==> src/include/prot_pkg.sv <==
// Shared constants and types of the output protection state controller
package prot_pkg;

	localparam int NUM_CH = 8;
	localparam int unsigned CLK_HZ = 40_000_000;
	localparam int unsigned CYC_PER_MS = CLK_HZ / 1000;

	// Times in milliseconds
	localparam int unsigned INIT_MS = 250;
	localparam int unsigned START_MAX_MS = 5000;
	localparam int unsigned HOLD_MIN_MS = 500;
	localparam int unsigned HOLD_MAX_MS = 20000;
	localparam int unsigned HOLD_MS = 1000;
	localparam int unsigned RST_PULSE_MS = 500;
	localparam int unsigned BLINK_MS = 250;
	localparam int unsigned FAST_BLINK_MS = 50;

	// Cycle counts derived from the times
	localparam int unsigned INIT_CYC = INIT_MS * CYC_PER_MS;
	localparam int unsigned START_MAX_CYC = START_MAX_MS * CYC_PER_MS;
	localparam int unsigned HOLD_CYC = HOLD_MS * CYC_PER_MS;
	localparam int unsigned RST_PULSE_CYC = RST_PULSE_MS * CYC_PER_MS;
	localparam int unsigned BLINK_CYC = BLINK_MS * CYC_PER_MS;
	localparam int unsigned FAST_BLINK_CYC = FAST_BLINK_MS * CYC_PER_MS;

	// Reset values
	localparam logic [NUM_CH-1:0] OUT_RST = 8'h00;
	localparam logic ALARM_RST = 1'b0;

	// Per-channel status
	typedef enum logic [2:0] {
		ST_INIT,
		ST_ON,
		ST_OVERCUR,
		ST_MANOFF,
		ST_TRIP_HOLD,
		ST_TRIP_RST,
		ST_FAULT
	} ch_state_t;

	// Start-up sequencer
	typedef enum logic [1:0] {
		SQ_INIT,
		SQ_START,
		SQ_WAIT,
		SQ_DONE
	} seq_state_t;

endpackage

==> src/design/output_protection_state_controller.sv <==
// Channel protection, start-up sequencing, indicators and alarm contact
module output_protection_state_controller #(
	parameter int unsigned INIT_CYC = prot_pkg::INIT_CYC,
	parameter int unsigned START_MAX_CYC = prot_pkg::START_MAX_CYC,
	parameter int unsigned HOLD_CYC = prot_pkg::HOLD_CYC,
	parameter int unsigned RST_PULSE_CYC = prot_pkg::RST_PULSE_CYC,
	parameter int unsigned BLINK_CYC = prot_pkg::BLINK_CYC,
	parameter int unsigned FAST_BLINK_CYC = prot_pkg::FAST_BLINK_CYC
) (
	input wire logic clk,
	input wire logic rst_n,
	input wire logic limited_power_variant,
	input wire logic over_voltage,
	input wire logic [prot_pkg::NUM_CH-1:0] ch_overcurrent,
	input wire logic [prot_pkg::NUM_CH-1:0] ch_trip_curve,
	input wire logic [prot_pkg::NUM_CH-1:0] ch_load_ready,
	input wire logic [prot_pkg::NUM_CH-1:0] button_press,
	input wire logic [prot_pkg::NUM_CH-1:0] fuse_fail,
	input wire logic mem_error,
	input wire logic reset_line,
	input wire logic power_fail,
	input wire logic nv_blank,
	input prot_pkg::ch_state_t nv_rd_state [prot_pkg::NUM_CH],
	output logic [prot_pkg::NUM_CH-1:0] ch_out_en,
	output logic [prot_pkg::NUM_CH-1:0] led_green,
	output logic [prot_pkg::NUM_CH-1:0] led_red,
	output logic trip_alarm_contact,
	output logic nv_wr_en,
	output prot_pkg::ch_state_t nv_wr_state [prot_pkg::NUM_CH]
);
	import prot_pkg::*;

	ch_state_t ch_state_reg [NUM_CH];
	logic [31:0] hold_cnt_reg [NUM_CH];
	logic [NUM_CH-1:0] start_pulse;
	logic [NUM_CH-1:0] fault_now;
	seq_state_t seq_reg;
	logic [2:0] seq_idx_reg;
	logic [31:0] seq_cnt_reg;
	logic rst_meta_reg;
	logic rst_sync_reg;
	logic [31:0] rst_cnt_reg;
	logic reset_fire;
	logic ov_reg;
	logic [31:0] blink_cnt_reg;
	logic [31:0] fast_cnt_reg;
	logic blink_reg;
	logic fast_reg;
	logic pf_reg;
	logic [NUM_CH-1:0] out_en_next;
	logic alarm_next;

	////////////////////////////////////////////////////////////////////////
	// Overvoltage and reset input conditioning

	always_ff @(posedge clk or negedge rst_n) begin
		if (!rst_n) begin
			ov_reg <= 1'b0;
		end else begin
			ov_reg <= limited_power_variant & over_voltage;
		end
	end

	always_ff @(posedge clk or negedge rst_n) begin
		if (!rst_n) begin
			rst_meta_reg <= 1'b0;
			rst_sync_reg <= 1'b0;
		end else begin
			rst_meta_reg <= reset_line;
			rst_sync_reg <= rst_meta_reg;
		end
	end

	// Count high cycles; one fire per pulse, so a held line acts once
	always_ff @(posedge clk or negedge rst_n) begin
		if (!rst_n) begin
			rst_cnt_reg <= 32'h0;
		end else if (!rst_sync_reg) begin
			rst_cnt_reg <= 32'h0;
		end else if (rst_cnt_reg <= RST_PULSE_CYC) begin
			rst_cnt_reg <= rst_cnt_reg + 32'h1;
		end
	end

	assign reset_fire = rst_sync_reg && (rst_cnt_reg == RST_PULSE_CYC);

	////////////////////////////////////////////////////////////////////////
	// Blink dividers

	always_ff @(posedge clk or negedge rst_n) begin
		if (!rst_n) begin
			blink_cnt_reg <= 32'h0;
			blink_reg <= 1'b0;
		end else if (blink_cnt_reg == BLINK_CYC - 1) begin
			blink_cnt_reg <= 32'h0;
			blink_reg <= ~blink_reg;
		end else begin
			blink_cnt_reg <= blink_cnt_reg + 32'h1;
		end
	end

	always_ff @(posedge clk or negedge rst_n) begin
		if (!rst_n) begin
			fast_cnt_reg <= 32'h0;
			fast_reg <= 1'b0;
		end else if (fast_cnt_reg == FAST_BLINK_CYC - 1) begin
			fast_cnt_reg <= 32'h0;
			fast_reg <= ~fast_reg;
		end else begin
			fast_cnt_reg <= fast_cnt_reg + 32'h1;
		end
	end

	////////////////////////////////////////////////////////////////////////
	// Start-up sequencer

	always_ff @(posedge clk or negedge rst_n) begin
		if (!rst_n) begin
			seq_reg <= SQ_INIT;
			seq_idx_reg <= 3'h0;
			seq_cnt_reg <= 32'h0;
		end else begin
			unique case (seq_reg)
				SQ_INIT: begin
					if (seq_cnt_reg == INIT_CYC - 1) begin
						seq_reg <= SQ_START;
						seq_cnt_reg <= 32'h0;
					end else begin
						seq_cnt_reg <= seq_cnt_reg + 32'h1;
					end
				end
				SQ_START: begin
					seq_reg <= SQ_WAIT;
					seq_cnt_reg <= 32'h0;
				end
				SQ_WAIT: begin
					// Channels not restored to on need no settling time
					if (ch_load_ready[seq_idx_reg] ||
						ch_state_reg[seq_idx_reg] != ST_ON ||
						seq_cnt_reg == START_MAX_CYC - 1) begin
						seq_cnt_reg <= 32'h0;
						if (seq_idx_reg == 3'(NUM_CH - 1)) begin
							seq_reg <= SQ_DONE;
						end else begin
							seq_idx_reg <= seq_idx_reg + 3'h1;
							seq_reg <= SQ_START;
						end
					end else begin
						seq_cnt_reg <= seq_cnt_reg + 32'h1;
					end
				end
				SQ_DONE: begin
					seq_cnt_reg <= 32'h0;
				end
			endcase
		end
	end

	////////////////////////////////////////////////////////////////////////
	// Channel state machines

	assign fault_now = fuse_fail | {NUM_CH{mem_error}};

	for (genvar i = 0; i < NUM_CH; i++) begin : g_ch
		ch_state_t restored;

		assign start_pulse[i] = (seq_reg == SQ_START) &&
			(seq_idx_reg == 3'(i));

		// Stored running states come back as on; blank memory is all on
		always_comb begin
			restored = ST_ON;
			if (!nv_blank) begin
				unique case (nv_rd_state[i])
					ST_MANOFF, ST_TRIP_HOLD, ST_TRIP_RST, ST_FAULT: begin
						restored = nv_rd_state[i];
					end
					default: begin
						restored = ST_ON;
					end
				endcase
			end
		end

		always_ff @(posedge clk or negedge rst_n) begin
			if (!rst_n) begin
				ch_state_reg[i] <= ST_INIT;
			end else if (ch_state_reg[i] == ST_INIT) begin
				if (start_pulse[i]) begin
					ch_state_reg[i] <= restored;
				end
			end else if (fault_now[i]) begin
				ch_state_reg[i] <= ST_FAULT;
			end else if (!ov_reg) begin
				// Overvoltage freezes every state but fault entry and the start out of init, so without a fault it returns intact
				unique case (ch_state_reg[i])
					ST_ON: begin
						if (button_press[i]) begin
							ch_state_reg[i] <= ST_MANOFF;
						end else if (ch_overcurrent[i]) begin
							ch_state_reg[i] <= ST_OVERCUR;
						end
					end
					ST_OVERCUR: begin
						if (button_press[i]) begin
							ch_state_reg[i] <= ST_MANOFF;
						end else if (ch_trip_curve[i]) begin
							ch_state_reg[i] <= ST_TRIP_HOLD;
						end else if (!ch_overcurrent[i]) begin
							ch_state_reg[i] <= ST_ON;
						end
					end
					ST_MANOFF: begin
						if (button_press[i]) begin
							ch_state_reg[i] <= ST_ON;
						end
					end
					ST_TRIP_HOLD: begin
						if (hold_cnt_reg[i] == HOLD_CYC - 1) begin
							ch_state_reg[i] <= ST_TRIP_RST;
						end
					end
					ST_TRIP_RST: begin
						if (button_press[i]) begin
							ch_state_reg[i] <= ST_MANOFF;
						end else if (reset_fire) begin
							ch_state_reg[i] <= ST_ON;
						end
					end
					ST_FAULT: begin
						ch_state_reg[i] <= ST_FAULT;
					end
					default: begin
						ch_state_reg[i] <= ST_FAULT;
					end
				endcase
			end
		end

		// Cool-down timer; restarts on every entry into the hold state
		always_ff @(posedge clk or negedge rst_n) begin
			if (!rst_n) begin
				hold_cnt_reg[i] <= 32'h0;
			end else if (ch_state_reg[i] != ST_TRIP_HOLD) begin
				hold_cnt_reg[i] <= 32'h0;
			end else if (!ov_reg) begin
				hold_cnt_reg[i] <= hold_cnt_reg[i] + 32'h1;
			end
		end

		// Green and red together make yellow
		always_ff @(posedge clk or negedge rst_n) begin
			if (!rst_n) begin
				led_green[i] <= 1'b0;
				led_red[i] <= 1'b0;
			end else if (ov_reg && ch_state_reg[i] != ST_INIT) begin
				led_green[i] <= 1'b0;
				led_red[i] <= fast_reg;
			end else begin
				unique case (ch_state_reg[i])
					ST_INIT: begin
						led_green[i] <= 1'b0;
						led_red[i] <= 1'b0;
					end
					ST_ON: begin
						led_green[i] <= 1'b1;
						led_red[i] <= 1'b0;
					end
					ST_OVERCUR: begin
						led_green[i] <= 1'b1;
						led_red[i] <= 1'b1;
					end
					ST_MANOFF: begin
						led_green[i] <= 1'b0;
						led_red[i] <= 1'b1;
					end
					ST_TRIP_HOLD: begin
						led_green[i] <= 1'b0;
						led_red[i] <= blink_reg;
					end
					ST_TRIP_RST: begin
						led_green[i] <= blink_reg;
						led_red[i] <= blink_reg;
					end
					default: begin
						led_green[i] <= 1'b0;
						led_red[i] <= fast_reg;
					end
				endcase
			end
		end

		assign out_en_next[i] = !ov_reg && !fault_now[i] &&
			(ch_state_reg[i] == ST_ON || ch_state_reg[i] == ST_OVERCUR);

	end

	////////////////////////////////////////////////////////////////////////
	// Outputs, alarm contact and state saving

	always_comb begin
		alarm_next = !ov_reg && (seq_reg == SQ_DONE);
		for (int k = 0; k < NUM_CH; k++) begin
			if (ch_state_reg[k] != ST_ON && ch_state_reg[k] != ST_OVERCUR) begin
				alarm_next = 1'b0;
			end
		end
	end

	always_ff @(posedge clk or negedge rst_n) begin
		if (!rst_n) begin
			ch_out_en <= OUT_RST;
			trip_alarm_contact <= ALARM_RST;
		end else begin
			ch_out_en <= out_en_next;
			trip_alarm_contact <= alarm_next;
		end
	end

	// Snapshot every channel on the first cycle of power loss
	always_ff @(posedge clk or negedge rst_n) begin
		if (!rst_n) begin
			pf_reg <= 1'b0;
			nv_wr_en <= 1'b0;
			for (int k = 0; k < NUM_CH; k++) begin
				nv_wr_state[k] <= ST_ON;
			end
		end else begin
			pf_reg <= power_fail;
			nv_wr_en <= power_fail & ~pf_reg;
			if (power_fail & ~pf_reg) begin
				for (int k = 0; k < NUM_CH; k++) begin
					nv_wr_state[k] <= ch_state_reg[k];
				end
			end
		end
	end
endmodule // output_protection_state_controller

==> config.mk <==
export PLATFORM = sky130hd
export DESIGN_NAME = output_protection_state_controller
export DESIGN_NICKNAME = d
export VERILOG_FILES = /design/src/include/prot_pkg.sv /design/src/design/output_protection_state_controller.sv
export SDC_FILE = /design/constraint.sdc
export NUM_CORES = 1
export LEC_CHECK = 0
export BUFFER_PORTS_ARGS = -buffer_cell sky130_fd_sc_hd__buf_2
export CAP_MARGIN = 40
export CORE_MARGIN = 2
export CORE_UTILIZATION = 45
export DETAILED_ROUTE_END_ITERATION = 12
export PLACE_DENSITY = 0.6
export SLEW_MARGIN = 0
export SYNTH_ARGS = -nofsm -noshare
export SYNTH_HDL_FRONTEND = slang
export SYNTH_SLANG_ARGS = --single-unit
export TNS_END_PERCENT = 100
==> constraint.sdc <==
create_clock -name clk -period 3.6 [get_ports clk]
set_clock_uncertainty 0.05 [all_clocks]
set_input_delay 0 -clock clk [delete_from_list [all_inputs] [get_ports clk]]
set_output_delay 0 -clock clk [all_outputs]
set_load 0.02 [all_outputs]
### Yosys cells after proc, flatten, opt, wreduce, memory -nomap -nowiden

Index checks and enable logic that the tools add are counted.

* bits in registers: 469
* input port bits: 72
* output and inout bits: 50
* word-level logic and storage cells: 590

* $add $sub $neg: 13
* magnitude comparators: 3
* equality and inequality tests: 187
* mux-type cells: 193
* bitwise logic cells: 8
* reduce and logical (&&, ||, !) cells: 131

Operators with widths (count)
* 32-bit 2-to-1 mux: 22
* 32-bit by 1-bit adder with 32-bit output (second input constant): 12
* 3-bit 2-to-1 mux: 115
* 32-bit by 26-bit == test with 1-bit output (second input constant): 8
* 3-bit == test (second input constant): 44
* 3-bit case mux with 5 select lines: 8
* 32-bit case mux with 3 select lines: 1
* 5-bit inequality test (second input constant): 16
* 3-bit by 2-bit == test with 1-bit output (second input constant): 26
* 2-bit OR reduction: 33
* 32-bit by 24-bit == test with 1-bit output (second input constant): 2
* 4-bit inequality test (second input constant): 16
* 7-bit AND reduction: 8
* 3-bit by 2-bit inequality test with 1-bit output (second input constant): 16
* 6-bit inequality test (second input constant): 8
* 1-bit logical AND: 42
* 32-bit by 21-bit == test with 1-bit output (second input constant): 1
* 32-bit by 25-bit == test with 1-bit output (second input constant): 1
* 32-bit by 28-bit == test with 1-bit output (second input constant): 1
* 32-bit by 25-bit <= comparator with 1-bit output (second input constant): 1
* 4-bit OR reduction: 8
* 3-bit by 1-bit == test with 1-bit output (second input constant): 9
* 3-bit logical NOT: 9
* 3-bit by 1-bit inequality test with 1-bit output (second input constant): 9
* 24 further kinds: 119

### Longest topological paths before layout

Gate-level depths: netlist (run 1).

* depth after elaboration: 10
* mapped depth: 9
* depth with buffers taken out: 8

### Worst setup path after synthesis (run 1)

OpenSTA, ideal clock, no wires.

* kind: register to register
* start: reg rst_cnt_reg[0]
* end: reg ch_state_reg[0] (netlist bit)
* library setup time: 0.125 ns
* arrival: 2.295 ns
* data required time: 3.425 ns
* slack: 1.130 ns
* stages on the path, launching flop included: 10
* buffers on the path: 1
* clock period less this slack: 2.470 ns
* cells stage by stage: dfrtp_1 -> inv_1 -> ha_1 -> nor4b_1 -> nand4_1 -> or4_1 -> buf_2 -> and4b_4 -> or3b_1 -> mux2_2

* word-level cells in the longest chain between the ends: 4

Ends and longest elaborated chain
* start, declared: RTL line output_protection_state_controller.sv:42 `logic [31:0] rst_cnt_reg;`
* start signal, assigned: RTL line output_protection_state_controller.sv:81 `rst_cnt_reg <= rst_cnt_reg + 32'h1;`
* 32-bit by 25-bit == test with 1-bit output: RTL line output_protection_state_controller.sv:85 `assign reset_fire = rst_sync_reg && (rst_cnt_reg == RST_PULSE_CYC);`
* 1-bit logical AND: RTL line output_protection_state_controller.sv:85
* 5-bit inequality test (no source line)
* 7-bit AND reduction (no source line)
* end signal, assigned by index: RTL line output_protection_state_controller.sv:190 `ch_state_reg[i] <= restored;`
* end, declared: RTL line output_protection_state_controller.sv:33 `ch_state_t ch_state_reg [NUM_CH];`

No other way between the ends.
A chain may end at the register's enable or synchronous reset.

### Worst setup path in the final report (run 1)

* start: reg ch_state_reg[12] (netlist bit)
* end: reg ch_state_reg[14] (netlist bit)

* word-level cells in the longest chain between the ends: 5
* elaborated cells between the ends (all ways): 18
* classes of those cells: eq/ne (12); mux (4); reduce/logical (2)

Ends and longest elaborated chain
* 3-bit == test, or another cell as far along: RTL line output_protection_state_controller.sv:196 `unique case (ch_state_reg[i])`
* 3-bit case mux with 5 select lines: RTL line output_protection_state_controller.sv:196
* 3-bit 2-to-1 mux: RTL line output_protection_state_controller.sv:194 `end else if (!ov_reg) begin`
* 3-bit 2-to-1 mux: RTL line output_protection_state_controller.sv:192 `end else if (fault_now[i]) begin`
* 3-bit 2-to-1 mux: RTL line output_protection_state_controller.sv:188 `end else if (ch_state_reg[i] == ST_INIT) begin`

Several ways; a longest one is shown, not always the timed one. The select of a mux whose other input is x is not followed.

==> reports/summary.txt, run 1 <==
outcome = finished clean
all-layer global routing usage = 22.0%
M1 WL = 28.6 mm
setup TNS = 0 ps
row count = 85
Worst-path clk slew = 60 ps
met2 wire len = 28.6 mm
Post-synth EDFFs = 0
Primary FF master, synth = dfrtp_1
Post-Synth XOR/XNOR Area = 11.2%
minimum clock period = 3510 ps
Top Layer Used = met5
Layout fillers = 4799
Rel. slew slack = 38.3%
Worst setup endpoint = ch_state_reg[14]
Die Width = 238 um
PwrDens = 433 nW/um^2
peak supply drop = 352 uV
Seq pwr share = 44.6%
combinational power share = 10.2%
postcts setup bufs = 0
post-synthesis adder-cell area fraction = 2.28%
die area = 56800 sq um
Lkg Pwr = 0.0120 uW
Compound-Gate Fraction of Synth Area = 8.34%
Reg2Reg Depth = 9
endpoints failing setup = 0
pin count of the biggest net entering global routing = 110
Worst Setup SP = ch_state_reg[12]
crit-path max FO = 16
TritonCTS clock tree = built
first-pass GRT wire length = 103 mm
Slew Viols, Final = 0
maxcap violations = 0
fin area = 29000 sq um
Yosys reg bits = 469
final hold vios = 0
# port buffers = 121
grt ovf = 0
syn_nets = 2766
clk_lat worst skew = 600 ps
final net count = 2972
register-to-register setup slack = 90 ps
DP Wirelength = 42.8 mm
most frequent cells in the layout = dfrtp_1 (459), nor2_1 (403), nand2_1 (195)
syn_area_per_cell = 9.33 sq um
r2r startpoint = ch_state_reg[12]
Core ar. = 54000 sq um
gpl congestion = 0.891
switching share of power = 25.3%
post-DR vias/cell = 5.59
asr flop ratio synth = 100%
Final ANT Viol Nets = 0
area of the multi-input gates = 12400 sq um
initial antenna violation count = 11
Routed WL per cell = 17.2 um
Largest register FFs = 256
final wirelength = 61.9 mm
Seq/Total Area, Yosys = 47.5%
HP Class = input port to asynchronous set/reset pin
Ports = 122
placed cell areas = 26300 sq um
Synth area leaders = dfrtp_1 (47%), xor2_1 (6.8%), nor2_1 (6.1%)
Bufs on Longest Clock Path = 3
die height = 238 um
actual slew at the worst max-slew pin = 925 ps
commonest non-fill, non-tap cell in the layout = dfrtp_1
P_int = 9380 uW
switching power = 3170 uW
simple-gate share of the synthesized area = 26.8%
WP data arrival = 3930 ps
share of the synthesized area in the top cell type = 46.7%
Setup crit start kind = flip-flop
Pwr Total = 12500 uW
Mapped Area = 24700 sq um
CTS Root Cell = clkbuf_16
Yosys warning total = 0
Num CTS Buffers = 53
biggest area consumer among synthesized cells = dfrtp_1
Clock Sinks = 469
crit share post-route = 97.4%
Highest Clock Rate = 285 MHz
mux cell area share after synthesis = 1.50%
vias in the first global route = 19683
Synth cell types = 79
Syn-to-layout area delta = 17.2%
# DRC = 0
Mapped Cells = 2649
CP endpoint kind = flip-flop
CTS H-tree depth = 2
worst path required time = 4020 ps
Clk pwr share = 45.3%
DRT Pass-1 Iters = 5
main combinational cell family by area after synthesis = simple AND/OR/NAND/NOR gates
Crit Path Class = flip-flop to flip-flop
RSZ-0062 raised after global routing = false
vias = 20097
worst hold slack = 8.77 ps
r2r endpoint = ch_state_reg[14]
initial DRC count = 1534
initial core utilization = 45.8%
WL met3 = 3.26 mm
Register Area = 11700 sq um
share of post-route cells with drive strength above 1 = 10.2%
==> synth_stat cells (all sizes together), types with 58 or more instances <==
cell type  instances
nand4             97
a21oi            133
nor2             403
nor3              75
xor2             192
dfrtp            461
xnor2            124
nand2            195
nand3            157
or3               58
clkbuf            68
o21ai            104
inv               61
==> metrics by stage <==
step / setup WS (ps) / util (%) / instances
CTS: 26.3 / 53.6 / 3591
floorplan: 1130 / - / 2649
global placement: 603 / 48.3 / 3403
global route: 8.26 / 53.6 / 3594
detailed placement: 582 / 48.6 / 3409
finish: 93.3 / 53.6 / 3594
==> worst max-delay path: stages, from the launching register on <==
cell,delay (ps)
dfrtp_1,660
or3_1,260
and2_1,220
nand2_1,120
o22ai_1,160
dlygate4sd3_1,580
nor2_1,50
dlygate4sd3_1,560
a31o_2,200
dlygate4sd3_1,540
==> how the worst min path moves through the flow <==
stage                          start                 to  slack [ps]  depth (start not counted)
floorplan                      rst_n   blink_cnt_reg[0]        -350                          0
global placement          reset_line       rst_meta_reg          70                          1
detailed placement        reset_line       rst_meta_reg          70                          1
CTS                 ch_load_ready[5]     seq_cnt_reg[6]          20                          6
global route                   rst_n  hold_cnt_reg[213]          80                          2
finish                         rst_n  hold_cnt_reg[208]           9                          2
==> power by group through the flow <==
stage | sequential [uW] | clock, uW | combinational, uW
floorplan | 5650 | 0 | 640
global placement | 5680 | 0 | 1070
detailed placement | 5690 | 0 | 1150
CTS | 5590 | 5830 | 1280
global route | 5610 | 6040 | 1420
finish | 5590 | 5680 | 1270
==> cell families after synthesis <==
family,Yosys count
flip-flops,469
AND/OR/NAND/NOR,1291
adder cells (fa/ha/maj),45
buffers and inverters,147
XOR/XNOR,316
multiplexers,34
AO/OA/AOI/OAI,347
==> timing repair <==
item	4_1_cts	5_1_grt
hold buffers	87	0
setup endpoints to repair	0	2
endpoints found under the hold margin	140	0
resized for setup	0	2
==> layer usage <==
layer | track usage (%) | vias up
li1 | - | 9719
met1 | 30.4 | 9810
met2 | 35.3 | 437
met3 | 4.23 | 115
met4 | 6.76 | 16
met5 | 0 | -
==> area by class of cell <==
| class | instances | share of cell area, % |
|---|---|---|
| clock buffer | 73 | 5.22 |
| tap | 696 | 3.01 |
| antenna | 3 | 0.0259 |
| sequential | 469 | 40.5 |
| multi-input combinational | 2033 | 42.8 |
| inverter | 62 | 0.803 |
| clock inverter | 22 | 1.08 |
| timing repair buffer | 236 | 6.49 |
Power figures use the tool's default switching activity.
==> run 2: changes to the inputs <==
MAX_ROUTING_LAYER = met4   (was unset)
==> run 2 against run 1 <==
Effect of this change:
- the flow now finishes with violations (hold timing)
- utilization is 0.088 points higher
- setup slack improved by 56 ps
- non-clock buffer count is 2 lower
- largest power group unchanged
- global-route usage up 0.81 points
- flip-flop and latch count stayed put
==> reports/summary.txt, run 2 (synthesized netlist as in run 1, its figures left out) <==
CTS Root Cell = clkbuf_16
die height = 238 um
Layout fillers = 4853
commonest non-fill, non-tap cell in the layout = dfrtp_1
Syn-to-layout area delta = 17.4%
pin count of the biggest net entering global routing = 97
initial core utilization = 45.8%
crit share post-route = 95.8%
vias = 20165
Lkg Pwr = 0.0120 uW
final hold vios = 6
DRT Pass-1 Iters = 6
M1 WL = 28.9 mm
final wirelength = 62.2 mm
postcts setup bufs = 0
TritonCTS clock tree = built
WL met3 = 2.83 mm
Slew Viols, Final = 0
# port buffers = 121
endpoints failing setup = 0
initial DRC count = 1482
post-DR vias/cell = 5.59
actual slew at the worst max-slew pin = 917 ps
peak supply drop = 404 uV
DP Wirelength = 43.4 mm
Top Layer Used = met4
Ports = 122
Worst-path clk slew = 60 ps
register-to-register setup slack = 150 ps
Core ar. = 54000 sq um
grt ovf = 0
initial antenna violation count = 11
die area = 56800 sq um
final net count = 2970
worst path required time = 4080 ps
Pwr Total = 12600 uW
all-layer global routing usage = 22.9%
# DRC = 0
row count = 85
Largest register FFs = 256
CP endpoint kind = flip-flop
crit-path max FO = 13
Register Area = 11800 sq um
maxcap violations = 0
outcome = complete, but fails checks
Final ANT Viol Nets = 0
Highest Clock Rate = 290 MHz
RSZ-0062 raised after global routing = false
HP Class = input port to asynchronous set/reset pin
placed insts = 3408
failing checks = hold timing
post-placement worst setup slack = 592 ps
gpl congestion = 0.899
Crit Path Class = flip-flop to flip-flop
most frequent cells in the layout = dfrtp_1 (458), nor2_1 (403), nand2_1 (195)
WP data arrival = 3930 ps
first-pass GRT wire length = 103 mm
setup ws final = 150 ps
PwrDens = 435 nW/um^2
clk_lat worst skew = 600 ps
Num CTS Buffers = 53
met2 wire len = 28.9 mm
setup TNS = 0 ps
Rel. slew slack = 38.8%
non-filler instance count after layout = 3606
Routed WL per cell = 17.3 um
Setup crit start kind = flip-flop
CTS H-tree depth = 2
share of post-route cells with drive strength above 1 = 10.4%
Die Width = 238 um
vias in the first global route = 19740
Bufs on Longest Clock Path = 3
Clock Sinks = 469
worst hold slack = -9.61 ps
minimum clock period = 3450 ps
area of the multi-input gates = 12400 sq um
[run 2: cell types whose count changed in the layout (fill, tap and decap cells not counted), moves of 2 or more]
cell	change
inv_6	+2
clkinv_2	-3
diode_2	+10
clkinvlp_4	+2
clkinv_4	+3
[run 2: critical path, cell delays in order, from the launching register on]
cell and delay [ps]:
dfrtp_1 530, or3_1 470, and2_1 200, nand2_1 120, o22ai_1 90, dlygate4sd3_1 560
nor2_1 100, dlygate4sd3_1 560, a31o_2 150, dlygate4sd3_1 550
[run 2: area by class of cell]
cell class / count / area share [%]
Antenna cell: 13 / 0.112
Clock buffer: 72 / 5.19
Clock inverter: 27 / 1.27
Inverter: 62 / 0.802
Multi-Input combinational cell: 2033 / 42.8
Sequential cell: 469 / 40.5
Tap cell: 696 / 3.00
Timing Repair Buffer: 234 / 6.37
[run 2: power by group]
| group | total (uW) | leakage, uW | switching (uW) | internal (uW) |
|---|---|---|---|---|
| sequential | 5590 | 0.00635 | 191 | 5400 |
| clock | 5760 | 0.000922 | 2240 | 3520 |
| combinational | 1280 | 0.00469 | 787 | 489 |
| total | 12600 | 0.0120 | 3220 | 9400 |
[run 2: path summary, 6_finish.rpt]
path | end | startpoint | cells past startpoint
setup / recovery | ch_state_reg[14] | ch_state_reg[14] | 9
hold / removal | hold_cnt_reg[211] | rst_n | 2
setup reg to reg | ch_state_reg[14] | ch_state_reg[14] | 9
hold reg to reg | rst_sync_reg | rst_meta_reg | 0
max in group asynchronous | hold_cnt_reg[76] | rst_n | 3
min in group clk | seq_cnt_reg[6] | ch_load_ready[5] | 6
[run 2: timing repair]
| action | in CTS | in global routing |
|---|---|---|
| endpoints found under the setup margin | 0 | 2 |
| endpoints found under the hold margin | 190 | 0 |
| hold buffers | 86 | 0 |
| resized for setup | 0 | 3 |
[run 2: stage by stage]
step	util (%)	hold slack [ps]	area, sq um
2_1_floorplan	-	-346	24700
3_3_place_gp	48.3	45.9	26100
3_5_place_dp	48.6	51.4	26300
4_1_cts	53.7	13.4	29000
5_1_grt	53.7	55.5	29000
6_report	53.7	-9.61	29000
[run 2: layer usage]
| layer | GRT usage [%] | up-vias |
|---|---|---|
| li1 | - | 9745 |
| met1 | 31.0 | 9881 |
| met2 | 35.4 | 433 |
| met3 | 3.55 | 106 |
| met4 | 7.33 | 0 |
| met5 | - | - |
